## config.mk

```make
export PLATFORM = sky130hd
export DESIGN_NAME = serial_fifo_pair_control
export DESIGN_NICKNAME = d
export VERILOG_FILES = /design/src/design/fifo_ctl_pkg.sv /design/src/design/fifo_ptr_if.sv /design/src/design/fifo_pointer_unit.sv /design/src/design/serial_fifo_pair_control.sv
export VERILOG_INCLUDE_DIRS = /design/src /design/src/design
export SDC_FILE = /design/constraint.sdc
export NUM_CORES = 1
export LEC_CHECK = 0
export BUFFER_PORTS_ARGS = -buffer_cell sky130_fd_sc_hd__buf_2
export CORE_UTILIZATION = 45
export DETAILED_ROUTE_END_ITERATION = 10
export HOLD_SLACK_MARGIN = 0.1
export PLACE_DENSITY = 0.71
export SYNTH_ARGS = -nofsm -noshare
export SYNTH_HDL_FRONTEND = slang
export SYNTH_SLANG_ARGS = --single-unit
```

## constraint.sdc

```tcl
create_clock -name clock -period 5.4 [get_ports clock]
set_input_delay 0.81 -clock clock [delete_from_list [all_inputs] [get_ports clock]]
set_output_delay 0.81 -clock clock [all_outputs]
set_load 0.02 [all_outputs]
```

## src/design/fifo_ctl_regs.svh

```systemverilog
// Register offsets, field positions, reset values and sizes of the FIFO pair control.
`ifndef FIFO_CTL_REGS_SVH
`define FIFO_CTL_REGS_SVH
// ********************************************************
// Geometry
// ********************************************************
`define FIFO_DEPTH 5'h10
`define PTR_W 4
`define CNT_W 5
`define IDLE_BITS 4'h8
// ********************************************************
// Bus map
// ********************************************************
`define ADDR_W 12
`define OFS_CTRL_LOWER 12'h000
`define OFS_CTRL_UPPER 12'h004
`define OFS_COUNT 12'h008
// Lower control register fields.
`define F_EN1 0
`define F_EN2 1
`define F_RST1 2
`define F_RST2 3
`define F_SAVE 4
`define F_RELOAD 5
`define F_LOST 6
// Upper control register fields.
`define F_SEL 0
`define F_TXIRQ_EN 1
`define F_REQ 2
`define F_IDLE_EN 3
`define F_LOST_EN 4
// Count register: first FIFO in bits 7:0, second in 15:8.
`define F_CNT2 8
`define RESET_UPPER 8'h04
// Per-bit reset values of the upper control register.
`define RESET_SEL 1'b0
`define RESET_TXIRQ_EN 1'b0
`define RESET_REQ 1'b1
`define RESET_IDLE_EN 1'b0
`define RESET_LOST_EN 1'b0
`define RESET_LOWER 8'h00
`define ZERO_WORD 32'h0000_0000
`endif

```

## src/design/fifo_ctl_pkg.sv

```systemverilog
// Types shared by the FIFO pair control modules.
package fifo_ctl_pkg;
	typedef enum logic {
		RELOAD_IDLE = 1'b0,
		RELOAD_BUSY = 1'b1
	} reload_state_t;
	typedef logic [3:0] ptr_t;
	typedef logic [4:0] cnt_t;
endpackage : fifo_ctl_pkg

```

## src/design/fifo_ptr_if.sv

```systemverilog
// Pointer and count bundle between the control logic and one FIFO pointer unit.
`timescale 1ns/1ns
interface fifo_ptr_if;
	import fifo_ctl_pkg::*;
	logic push;
	logic pop;
	logic clear;
	logic reload;
	ptr_t reload_ptr;
	ptr_t wptr;
	ptr_t rptr;
	cnt_t count;
	logic full;
	modport ctl (output push, pop, clear, reload, reload_ptr, input wptr, rptr, count, full);
	modport unit (input push, pop, clear, reload, reload_ptr, output wptr, rptr, count, full);
endinterface : fifo_ptr_if

```

## src/design/fifo_pointer_unit.sv

```systemverilog
// Read and write pointers and valid count of one FIFO.
`timescale 1ns/1ns
`include "fifo_ctl_regs.svh"
module fifo_pointer_unit (
	// Clock and reset.
	input wire logic clock,
	input wire logic reset_n,
	// Control side.
	fifo_ptr_if.unit port
);
	import fifo_ctl_pkg::*;

	// Pointers move only on clear, reload and accepted pushes and pops, so a disabled FIFO changes only by clear or reload.
	always_ff @(posedge clock or negedge reset_n) begin
		if (!reset_n) begin
			port.wptr <= '0;
			port.rptr <= '0;
			port.count <= '0;
		end else if (port.clear) begin
			port.wptr <= '0;
			port.rptr <= '0;
			port.count <= '0;
		end else if (port.reload) begin
			// Bytes between the saved pointer and the current one become pending again.
			port.rptr <= port.reload_ptr;
			port.count <= port.count + cnt_t'(port.rptr - port.reload_ptr);
		end else begin
			port.wptr <= port.wptr + ptr_t'(port.push);
			port.rptr <= port.rptr + ptr_t'(port.pop);
			port.count <= port.count + cnt_t'(port.push) - cnt_t'(port.pop);
		end
	end

	assign port.full = (port.count == `FIFO_DEPTH);
endmodule : fifo_pointer_unit

```

## src/design/serial_fifo_pair_control.sv

```systemverilog
// Control of the transmit and receive FIFO pair of a serial interface.
`timescale 1ns/1ns
`include "fifo_ctl_regs.svh"
module serial_fifo_pair_control (
	// Clock and reset.
	input wire logic clock,
	input wire logic reset_n,
	// APB slave.
	input wire logic [`ADDR_W-1:0] paddr,
	input wire logic psel,
	input wire logic penable,
	input wire logic pwrite,
	input wire logic [31:0] pwdata,
	output logic [31:0] prdata,
	output logic pready,
	output logic pslverr,
	// Serial shift logic.
	input wire logic tx_push,
	input wire logic tx_pop,
	input wire logic rx_push,
	input wire logic rx_pop,
	input wire logic rx_error,
	input wire logic rx_bit_tick,
	input wire logic transmit_enable,
	input wire logic tx_busy,
	input wire logic rx_irq_enable,
	// Status towards the shift logic and interrupt controller.
	output logic tx_send_ready,
	output logic tx_fifo_irq,
	output logic rx_idle_detect,
	output logic rx_idle_irq,
	output logic role_out,
	output fifo_ctl_pkg::ptr_t [1:0] fifo_wptr,
	output fifo_ctl_pkg::ptr_t [1:0] fifo_rptr
);
	import fifo_ctl_pkg::*;

	// ********************************************************
	// State
	// ********************************************************
	logic [1:0] fifo_enable;
	logic fifo_role_select;
	logic tx_fifo_irq_enable;
	logic tx_data_request_flag;
	logic rx_idle_detect_enable;
	logic lost_detect_enable;
	logic retransmit_lost_flag, lost_armed;
	reload_state_t reload_state;
	ptr_t saved_ptr;
	logic [3:0] idle_cnt;
	logic idle_done;
	logic [1:0] push_v, pop_v, clear_v;
	ptr_t [1:0] wptr_v, rptr_v;
	cnt_t [1:0] cnt_v;
	logic [1:0] full_v;
	fifo_ptr_if ports [1:0] ();

	// ********************************************************
	// Role mux
	// ********************************************************
	logic tx_i, rx_i, tx_empty;
	// Select zero makes the first FIFO transmit and the second receive.
	assign tx_i = fifo_role_select;
	assign rx_i = ~fifo_role_select;
	assign tx_empty = (cnt_v[tx_i] == '0);

	// ********************************************************
	// APB decode
	// ********************************************************
	logic setup, access, wr_lower, wr_upper, wr_open, mapped;
	logic [7:0] wd;
	logic [31:0] next_prdata;
	assign setup = psel & ~penable;
	assign access = psel & penable & pready;
	assign wd = pwdata[7:0];
	assign wr_lower = access & pwrite & (paddr == `OFS_CTRL_LOWER);
	assign wr_upper = access & pwrite & (paddr == `OFS_CTRL_UPPER);
	// Ordinary writes are held off while a reload is pending; resets still pass.
	assign wr_open = (reload_state == RELOAD_IDLE);

	// Read data is built in the setup cycle so that the access phase needs no wait.
	always_comb begin
		next_prdata = `ZERO_WORD;
		mapped = 1'b1;
		if (paddr == `OFS_CTRL_LOWER) begin
			next_prdata[`F_EN1] = fifo_enable[0];
			next_prdata[`F_EN2] = fifo_enable[1];
			next_prdata[`F_SAVE] = 1'b0;
			next_prdata[`F_RELOAD] = reload_state;
			next_prdata[`F_LOST] = retransmit_lost_flag;
		end else if (paddr == `OFS_CTRL_UPPER) begin
			next_prdata[`F_SEL] = fifo_role_select;
			next_prdata[`F_TXIRQ_EN] = tx_fifo_irq_enable;
			next_prdata[`F_REQ] = tx_data_request_flag;
			next_prdata[`F_IDLE_EN] = rx_idle_detect_enable;
			next_prdata[`F_LOST_EN] = lost_detect_enable;
		end else if (paddr == `OFS_COUNT) begin
			next_prdata[`F_CNT2-1:0] = 8'(cnt_v[0]);
			next_prdata[`F_CNT2+7:`F_CNT2] = 8'(cnt_v[1]);
		end else begin
			mapped = 1'b0;
		end
	end

	// Zero-wait slave: ready and the answer arrive in the first access cycle.
	always_ff @(posedge clock or negedge reset_n) begin
		if (!reset_n) begin
			pready <= 1'b0;
			pslverr <= 1'b0;
			prdata <= `ZERO_WORD;
		end else begin
			pready <= setup;
			pslverr <= setup & ~mapped;
			prdata <= (setup & ~pwrite) ? next_prdata : `ZERO_WORD;
		end
	end

	// ********************************************************
	// Lower control register
	// ********************************************************
	logic save_ok, reload_ok;
	// Reset bits act as one-cycle pulses and are never stored, so they read zero.
	assign clear_v = wr_lower ? {wd[`F_RST2], wd[`F_RST1]} : 2'b00;
	assign save_ok = wr_lower & wr_open & wd[`F_SAVE] & tx_empty;
	// Reload needs a disabled, idle transmit FIFO whose saved data is intact.
	assign reload_ok = wr_lower & wr_open & wd[`F_RELOAD] & ~fifo_enable[tx_i] & ~tx_busy
		& ~retransmit_lost_flag;

	// Enables: a receive error drops the receive FIFO enable and holds it down.
	always_ff @(posedge clock or negedge reset_n) begin
		if (!reset_n) begin
			fifo_enable <= 2'b00;
		end else begin
			if (wr_lower & wr_open) begin
				fifo_enable <= wd[`F_EN2:`F_EN1];
			end
			if (rx_error) begin
				fifo_enable[rx_i] <= 1'b0;
			end
		end
	end

	// Saved pointer for retransmission.
	always_ff @(posedge clock or negedge reset_n) begin
		if (!reset_n) begin
			saved_ptr <= '0;
		end else if (save_ok) begin
			saved_ptr <= rptr_v[tx_i];
		end
	end

	// The first write after a save fills the saved slot itself; only a later pass over it loses data.
	always_ff @(posedge clock or negedge reset_n) begin
		if (!reset_n) begin
			lost_armed <= 1'b0;
		end else if (clear_v[tx_i] | save_ok) begin
			lost_armed <= push_v[tx_i] & ~clear_v[tx_i];
		end else if (push_v[tx_i]) begin
			lost_armed <= 1'b1;
		end
	end

	// Reload lasts one cycle: the copy is issued and the bit falls back to zero.
	always_ff @(posedge clock or negedge reset_n) begin
		if (!reset_n) begin
			reload_state <= RELOAD_IDLE;
		end else begin
			case (reload_state)
				RELOAD_IDLE: begin
					if (reload_ok) begin
						reload_state <= RELOAD_BUSY;
					end
				end
				RELOAD_BUSY: begin
					reload_state <= RELOAD_IDLE;
				end
				default: begin
					reload_state <= RELOAD_IDLE;
				end
			endcase
		end
	end

	// Lost flag: a write over the saved slot sets it, and the set beats a clear.
	always_ff @(posedge clock or negedge reset_n) begin
		if (!reset_n) begin
			retransmit_lost_flag <= 1'b0;
		end else if (lost_detect_enable & lost_armed & push_v[tx_i] & (wptr_v[tx_i] == saved_ptr)) begin
			retransmit_lost_flag <= 1'b1;
		end else if ((clear_v != 2'b00) | save_ok) begin
			retransmit_lost_flag <= 1'b0;
		end
	end

	// ********************************************************
	// Upper control register
	// ********************************************************
	// Plain enable bits; a FIFO reset leaves them alone.
	always_ff @(posedge clock or negedge reset_n) begin
		if (!reset_n) begin
			tx_fifo_irq_enable <= `RESET_TXIRQ_EN;
			rx_idle_detect_enable <= `RESET_IDLE_EN;
			lost_detect_enable <= `RESET_LOST_EN;
		end else if (wr_upper & wr_open) begin
			tx_fifo_irq_enable <= wd[`F_TXIRQ_EN];
			rx_idle_detect_enable <= wd[`F_IDLE_EN];
			lost_detect_enable <= wd[`F_LOST_EN];
		end
	end

	// Role select is untouched by FIFO reset and moves only with both FIFOs off.
	always_ff @(posedge clock or negedge reset_n) begin
		if (!reset_n) begin
			fifo_role_select <= `RESET_SEL;
		end else if (wr_upper & wr_open & tx_data_request_flag & (fifo_enable == 2'b00)) begin
			fifo_role_select <= wd[`F_SEL];
		end
	end

	// Request flag: empty or reset sets it; a zero write while data waits, or full, clears it.
	// A one write is ignored, so a read-back-and-write of the register is harmless.
	always_ff @(posedge clock or negedge reset_n) begin
		if (!reset_n) begin
			tx_data_request_flag <= `RESET_REQ;
		end else if (tx_empty | clear_v[tx_i]) begin
			tx_data_request_flag <= 1'b1;
		end else if ((wr_upper & wr_open & ~wd[`F_REQ]) | full_v[tx_i]) begin
			tx_data_request_flag <= 1'b0;
		end
	end

	// ********************************************************
	// FIFO pointer units
	// ********************************************************
	// Pushes and pops pass only to an enabled FIFO, so disabling freezes it except for FIFO reset and reload.
	always_comb begin
		push_v = 2'b00;
		pop_v = 2'b00;
		push_v[tx_i] = tx_push & fifo_enable[tx_i] & ~full_v[tx_i];
		pop_v[tx_i] = tx_pop & fifo_enable[tx_i] & ~tx_empty;
		push_v[rx_i] = rx_push & fifo_enable[rx_i] & ~full_v[rx_i] & ~rx_error;
		pop_v[rx_i] = rx_pop & fifo_enable[rx_i] & (cnt_v[rx_i] != '0);
	end

	// Depth comes from the header size; pointer and count widths come from the package types.
	for (genvar i = 0; i < 2; i++) begin : g_fifo
		assign ports[i].push = push_v[i];
		assign ports[i].pop = pop_v[i];
		assign ports[i].clear = clear_v[i];
		assign ports[i].reload = (reload_state == RELOAD_BUSY) & (tx_i == 1'(i));
		assign ports[i].reload_ptr = saved_ptr;
		assign wptr_v[i] = ports[i].wptr;
		assign rptr_v[i] = ports[i].rptr;
		assign cnt_v[i] = ports[i].count;
		assign full_v[i] = ports[i].full;
		assign fifo_wptr[i] = ports[i].wptr;
		assign fifo_rptr[i] = ports[i].rptr;
		fifo_pointer_unit u_unit (
			.clock(clock),
			.reset_n(reset_n),
			.port(ports[i])
		);
	end

	// ********************************************************
	// Receive idle detection
	// ********************************************************
	logic idle_hold, idle_fire;
	// Any receive activity, an empty or disabled FIFO restarts the count.
	assign idle_hold = rx_push | rx_pop | ~fifo_enable[rx_i] | ~rx_idle_detect_enable
		| (cnt_v[rx_i] == '0);
	assign idle_fire = ~idle_hold & rx_bit_tick & ~idle_done & (idle_cnt == `IDLE_BITS);

	// Counts bit times; the ninth silent tick fires once per idle period.
	always_ff @(posedge clock or negedge reset_n) begin
		if (!reset_n) begin
			idle_cnt <= '0;
			idle_done <= 1'b0;
		end else if (idle_hold) begin
			idle_cnt <= '0;
			idle_done <= 1'b0;
		end else if (rx_bit_tick & ~idle_done) begin
			if (idle_cnt == `IDLE_BITS) begin
				idle_done <= 1'b1;
			end else begin
				idle_cnt <= idle_cnt + 4'h1;
			end
		end
	end

	// ********************************************************
	// Registered outputs
	// ********************************************************
	always_ff @(posedge clock or negedge reset_n) begin
		if (!reset_n) begin
			tx_fifo_irq <= 1'b0;
			rx_idle_detect <= 1'b0;
			rx_idle_irq <= 1'b0;
			tx_send_ready <= 1'b0;
			role_out <= 1'b0;
		end else begin
			tx_fifo_irq <= tx_data_request_flag & tx_fifo_irq_enable;
			rx_idle_detect <= idle_fire;
			rx_idle_irq <= idle_fire & rx_irq_enable;
			tx_send_ready <= fifo_enable[tx_i] & ~tx_empty & transmit_enable;
			role_out <= fifo_role_select;
		end
	end
endmodule : serial_fifo_pair_control

```

# Word-level counts from Yosys, hierarchy flattened
# Cells that the tools add are included.
[totals]
output_inout_bits = 55
wordCells = 205
inputBits = 58
register_bits = 68
[classes]
n_lt_le_gt_ge = 4
mux = 66
n_addsub = 13
n_eq_ne = 9
bitwise = 72
n_reduce_logical = 15
[ops]
columns = ["op", "n"]
rows = [
  ["$mux W4", 15],
  ["$mux W5", 9],
  ["$and A1 B1 Y1", 42],
  ["$mux W1", 27],
  ["$not A1 Y1", 18],
  ["$add A4 B1 Y4", 4],
  ["$mux W16", 1],
  ["$mux W13", 1],
  ["$eq A12 B3 Y1 const B", 1],
  ["$eq A12 B4 Y1 const B", 1],
  ["$logic_not A12 Y1", 1],
  ["$reduce_bool A2 Y1", 6],
  ["$mux W11", 1],
  ["$add A5 B1 Y5", 2],
  ["$add A5 B5 Y5", 2],
  ["$eq A5 B5 Y1 const B", 2],
  ["$logic_not A5 Y1", 2],
  ["$mux W2", 5],
  ["$sub A4 B4 Y5", 2],
  ["$sub A5 B1 Y5", 2],
  ["$mux W9", 1],
  ["$or A1 B1 Y1", 8],
  ["$and A2 B2 Y2", 3],
  ["$ne A2 B2 Y1 const B", 3],
  ["14 further kinds", 20],
]

# Depth between registers and ports, before layout
[logic_depth]
ltp_word = 12
mapped_depth = 15

# By module
# A second synthesis with hierarchy kept.
[unflattened]
hier_cells = 420
hier_area_um2 = 4247.8
[by_module_without_submodules]
columns = ["mod", "n_inst", "area_each_um2", "cells_each"]
rows = [
  ["serial_fifo_pair_control", 1, 2153.3, 206],
  ["fifo_pointer_unit", 2, 1047.3, 107],
]

# Least setup slack after synthesis
# OpenSTA, ideal clock, no wires.
[synth_path]
path_type = "register to register"
startpoint = "register fifo_role_select"
endpoint = "register g_fifo[0].u_unit.port.count[4]"
stages_incl_launch_ff = 16
synth_period_minus_slack_ps = 3326
path_buffers = 3
arrival_time_ps = 3201
required_ps = 5275
setup_time_ps = 125
slack_ps = 2074
path_cell_list = "dfrtp_1 clkbuf_1 clkbuf_1 buf_1 mux2i_1 nor2_1 ha_1 inv_1 ha_1 inv_1 fa_1 nand2b_1 a21oi_1 xnor2_1 mux2i_1 mux2_2"
[synth_via]
elab_chain_len = 10
word_cells_on_any_way = 46
[synth_lines]
columns = ["element", "line_no", "text"]
rows = [
  ["start: declaration", "serial_fifo_pair_control.sv:42", "logic fifo_role_select;"],
  ["start signal: assignment", "serial_fifo_pair_control.sv:214", "fifo_role_select <= `RESET_SEL;"],
  ["start signal: assignment", "serial_fifo_pair_control.sv:216", "fifo_role_select <= wd[`F_SEL];"],
  ["$lt A1 B2 Y1 (not written as such) (tied with other cells)", "serial_fifo_pair_control.sv:239, serial_fifo_pair_control.sv:240", ""],
  ["$logic_and A1 B1 Y1 (not written as such) (tied with other cells)", "serial_fifo_pair_control.sv:239, serial_fifo_pair_control.sv:240", ""],
  ["$mux W1 (not written as such) (tied with other cells)", "serial_fifo_pair_control.sv:239, serial_fifo_pair_control.sv:240", ""],
  ["$demux W1 S1 (tied with other cells)", "serial_fifo_pair_control.sv:239, serial_fifo_pair_control.sv:240", ""],
  ["$and A2 B2 Y2 (no source line) (tied with other cells)", "n/a", ""],
  ["$bwmux W2 or $and A2 B2 Y2 (tied branches)", "n/a", ""],
  ["$add A5 B1 Y5 or $bwmux W2 (tied branches)", "fifo_pointer_unit.sv:30, serial_fifo_pair_control.sv:242", ""],
  ["$sub A5 B1 Y5", "fifo_pointer_unit.sv:30", "port.count <= port.count + cnt_t'(port.push) - cnt_t'(port.pop);"],
  ["$mux W5 *", "fifo_pointer_unit.sv:23", "end else if (port.reload) begin"],
  ["$mux W5 *", "fifo_pointer_unit.sv:19", "end else if (port.clear) begin"],
  ["end signal: assignment", "fifo_pointer_unit.sv:26", "port.count <= port.count + cnt_t'(port.rptr - port.reload_ptr);"],
  ["end signal: assignment", "fifo_pointer_unit.sv:30", ""],
  ["end: declaration", "fifo_ptr_if.sv:15", "modport unit (input push, pop, clear, reload, reload_ptr, output wptr, rptr, count, full);"],
]
# Mark *: on every way between the ends. The rest lies on a longest branch, timed or not. The select of a mux whose other input is x is not followed.
# A chain may end at the register's enable or synchronous reset.

# Final worst setup path
[layout_path]
startpoint = "register g_fifo[1].u_unit.port.count[1]"
endpoint = "register g_fifo[1].u_unit.port.count[4]"
[layout_via]
elab_chain_len = 11
word_cells_on_any_way = 28
[layout_lines]
columns = ["element", "line_no", "text"]
rows = [
  ["start: declaration", "fifo_ptr_if.sv:15", ""],
  ["start signal: assignment", "fifo_pointer_unit.sv:26", ""],
  ["start signal: assignment", "fifo_pointer_unit.sv:30", ""],
  ["$eq A5 B5 Y1 (no source line)", "n/a", ""],
  ["$mux W1 (on tied branches) (2 in a row)", "serial_fifo_pair_control.sv:239, serial_fifo_pair_control.sv:241", ""],
  ["$not A1 Y1 (on tied branches)", "serial_fifo_pair_control.sv:239, serial_fifo_pair_control.sv:241", ""],
  ["$and A1 B1 Y1 (on tied branches)", "serial_fifo_pair_control.sv:239, serial_fifo_pair_control.sv:241", ""],
  ["$and A2 B2 Y2 (no source line) or $and A1 B1 Y1 (tied branches)", "n/a", ""],
  ["$bwmux W2", "serial_fifo_pair_control.sv:241", "push_v[rx_i] = rx_push & fifo_enable[rx_i] & ~full_v[rx_i] & ~rx_error;"],
  ["$add A5 B1 Y5", "fifo_pointer_unit.sv:30", ""],
  ["$sub A5 B1 Y5", "fifo_pointer_unit.sv:30", ""],
  ["$mux W5 *", "fifo_pointer_unit.sv:23", ""],
  ["$mux W5 *", "fifo_pointer_unit.sv:19", ""],
]
# Marked as above.

==> metrics.txt <==
mux share of post-synthesis cell area under 10%; initial antenna violation count 0; DR vias ~3.2k; final setup fails 0; Clk Latency, worst-skew pair 0.35 ns; Core Util, Final 53.51%; NumNets Final 600; Internal just under 0.9 mW; DR iter-0 viols 90; CTS resizes 0; Avg Vias per Cell about 5.3; final setup margin 1.888 ns; pin slew with the least headroom to its limit slightly below 0.9 ns; average size of a mapped cell roughly 9.5 µm²; adder-cell share of the synthesized area between 10 and 15%; final WL around 9000 µm; reg2reg end g_fifo[1].u_unit.port.count[4]; ant diodes 0; CP Data Required Time ~5.7 ns; max_slew headroom between 40% and 50%; Max Root-Sink Buffers 2; GRT overflow 0; net switching power roughly 0.35 mW; max_cap viols 0; # rows 34; Overall Power between 1 and 1.5 mW; RSZ-0062 raised after global routing no; top cell type's share of synthesized area between 30 and 40%; Post-synth EDFFs 0; htree depth 3; Final Hold Viols 0; clock network power share 38.8%; Num CTS Buffers 9; largest cells by area after synthesis dfrtp_1 38%, ha_1 9.6%, fa_1 4.8%; Cell Chain, Critical Path or4_1 > o21ai_0 > nor2_1 > ha_1 > inv_1 > ha_1 > inv_1 > fa_1 > nand2b_1 > a21oi_1 > xnor2_1 > mux2i_1 > mux2_2; # DRC 13; CP max stage delay about 0.56 ns; reg2reg setup slack between 1.5 and 2 ns; routed len/inst between 15 and 20 µm; largest family of logic cells by synthesized area simple AND/OR/NAND/NOR gates; arrival time worst endpoint roughly 3.8 ns; dpl hpwl slightly below 7000 µm; reg2reg start g_fifo[1].u_unit.port.count[1]; register area share after synthesis 38.58%; die area between 9000 and 10000 µm²; Comb pwr share between 10% and 20%; Post-Synthesis Cells between 400 and 500; Global Route Usage Sum around 21%; Routed Antenna Nets 0; Starting Density around 47%; Post-Layout Inst Area 4735 µm²; CTS root buf clkbuf_8; mapped cell area ~4200 µm²; post-route clock period utilization between 60 and 70%; CTS tree done; worst hold path class flop to flop; Yosys reg bits between 60 and 70; largest net degree at the start of global routing 65; most common cell after layout, fill and taps aside buf_2; Setup CP Type flop to flop; fmax about 280 MHz; Sink Count 64; failing checks design-rule violations; hold depth 2; Port Buffers 66; pwr/cell area approximately 260 nW/µm²; Layout area overhead 13.98%; Slew Limit Fails 0; boundary pin count around 110; Max VDD drop around 170 µV; minimum clock period between 3 and 4 ns; Synth Area in Compound Gates 8.946%; leading area contributor after synthesis dfrtp_1; DR pass1 iterations 7; crit-path max FO 6; static leakage roughly 2.4 nW; Die Ht about 100 µm; hold_buf cts 0; gpl congestion between 0.8 and 0.9; startpoint type of the worst setup path flop; share of layout cells above drive strength 1 20.20%; Placeable Area between 8000 and 9000 µm²; distinct cell type count after synthesis between 40 and 50; post-placement cell area about 4500 µm²; first-pass GRT wire length 15550 µm; pre-CTS setup slack 1.915 ns; switching part of the total 28.86%; Hold Startpoint idle_done; WHS Endpoint idle_done; TNS Setup 0 ns; Setup Buffers After CTS 0; async set-reset flop share out of synthesis 100.0%; Top FF cell, synth dfrtp_1; CP Capture Type flop; Worst path slowest cell or4_1; area share of and/or/nand/nor cells after synthesis between 10% and 20%; Die X-Extent ~100 µm; clock slew at the register clock pins of the worst setup and hold paths around 0.080 ns; Post-Route Skew ~0.006 ns; Syn. warnings 0; status finished with violations; R2R depth 13; Post-Synth XOR/XNOR Area between 5 and 6%; Flop pwr share a little over two fifths; vias in the first global route ~3.2k; most frequent cells in the layout 66 x buf_2, 63 x dfrtp_1, 43 x inv_1
[routing by layer]
metal | vias up | GRT usage [%] | wire (µm)
met4 | 0 | 8.741 | 204
met3 | 20 | 5.011 | 524
met1 | 1553 | 25.84 | 4112
met5 | - | 0 | 0
li1 | 1552 | - | -
met2 | 108 | 33.97 | 4356
[cell families (layout without fill, tap and decap cells)]
| logic type | count (synthesis) | after routing |
|---|---|---|
| multiplexers | 24 | 24 |
| flip-flops | 64 | 64 |
| adder cells (fa/ha/maj) | 42 | 42 |
| AND/OR/NAND/NOR | 141 | 141 |
| other | 1 | 20 |
| XOR/XNOR | 25 | 25 |
| buffers and inverters | 76 | 127 |
| AO/OA/AOI/OAI | 62 | 62 |
[power by group through the flow]
stage,Combinational [mW],Sequential [mW],Clock (mW)
6_report,0.230,0.518,0.474
5_1_grt,0.261,0.522,0.505
4_1_cts,0.231,0.519,0.483
3_5_place_dp,0.229,0.528,0
3_3_place_gp,0.218,0.527,0
2_1_floorplan,0.184,0.522,0
[state kept, by name, summed over array words and instances, names as in the netlist, 2 cells and up]
register                  cells
prdata                       12
g_fifo.u_unit.port.count     10
g_fifo.u_unit.port.wptr       8
fifo_enable                   2
idle_cnt                      4
ports.reload_ptr              4
g_fifo.u_unit.port.rptr       8
[worst max-delay path: cells and delay by family (launching register included)]
family / cells / cell delay [ns]
adders and majority gates: 3 / 0.81
DFF: 1 / 0.46
and+or+nand+nor: 3 / 0.89
AOI/OAI and AO/OA: 2 / 0.47
buffers and inverters: 2 / 0.11
xor gates and xnor gates: 1 / 0.09
muxes: 2 / 0.56
[area by class of cell]
type / instances / area, µm²
timing repair buffer: 68 / 345.3
fill: 808 / 4114
clock inverter: 7 / 105.1
inverter: 43 / 161.4
clock buffer: 9 / 123.9
tap: 108 / 135.1
multi-input combinational: 314 / 2261
sequential: 64 / 1603
[cell usage after synthesis, drive strengths merged, types with 4 or more instances]
cell,n
dfrtp,63
inv,43
nor2,39
ha,32
nand2,31
a21oi,29
buf,23
mux2i,13
xor2,13
nand3,12
xnor2,12
mux2,11
and2,10
clkbuf,10
fa,10
o21ai,9
a211oi,8
nor2b,8
a21o,6
nand4,6
nand2b,5
or4,5
a22oi,4
nor3,4
nor3b,4
[metrics by stage]
step           std cells  hold slack [ns]
3_5_place_dp         597           0.4864
4_1_cts              613           0.5052
5_1_grt              613           0.5358
2_1_floorplan        454           0.3519
6_report             613           0.4998
3_3_place_gp         597           0.4702
[how the worst max path moves through the flow]
stage / startpoint / endpoint / slack [ns] / cells after the start
floorplan: fifo_role_select / g_fifo[0].u_unit.port.count[4] / 2.07 / 15
global placement: paddr[7] / g_fifo[1].u_unit.port.count[4] / 2.01 / 6
detailed placement: g_fifo[1].u_unit.port.count[1] / g_fifo[1].u_unit.port.count[4] / 1.91 / 13
CTS: g_fifo[1].u_unit.port.count[1] / g_fifo[1].u_unit.port.count[4] / 1.89 / 13
global route: g_fifo[1].u_unit.port.count[1] / g_fifo[1].u_unit.port.count[4] / 1.71 / 13
finish: g_fifo[1].u_unit.port.count[1] / g_fifo[1].u_unit.port.count[4] / 1.89 / 13
No activity file was read; power rests on OpenSTA's default activity.
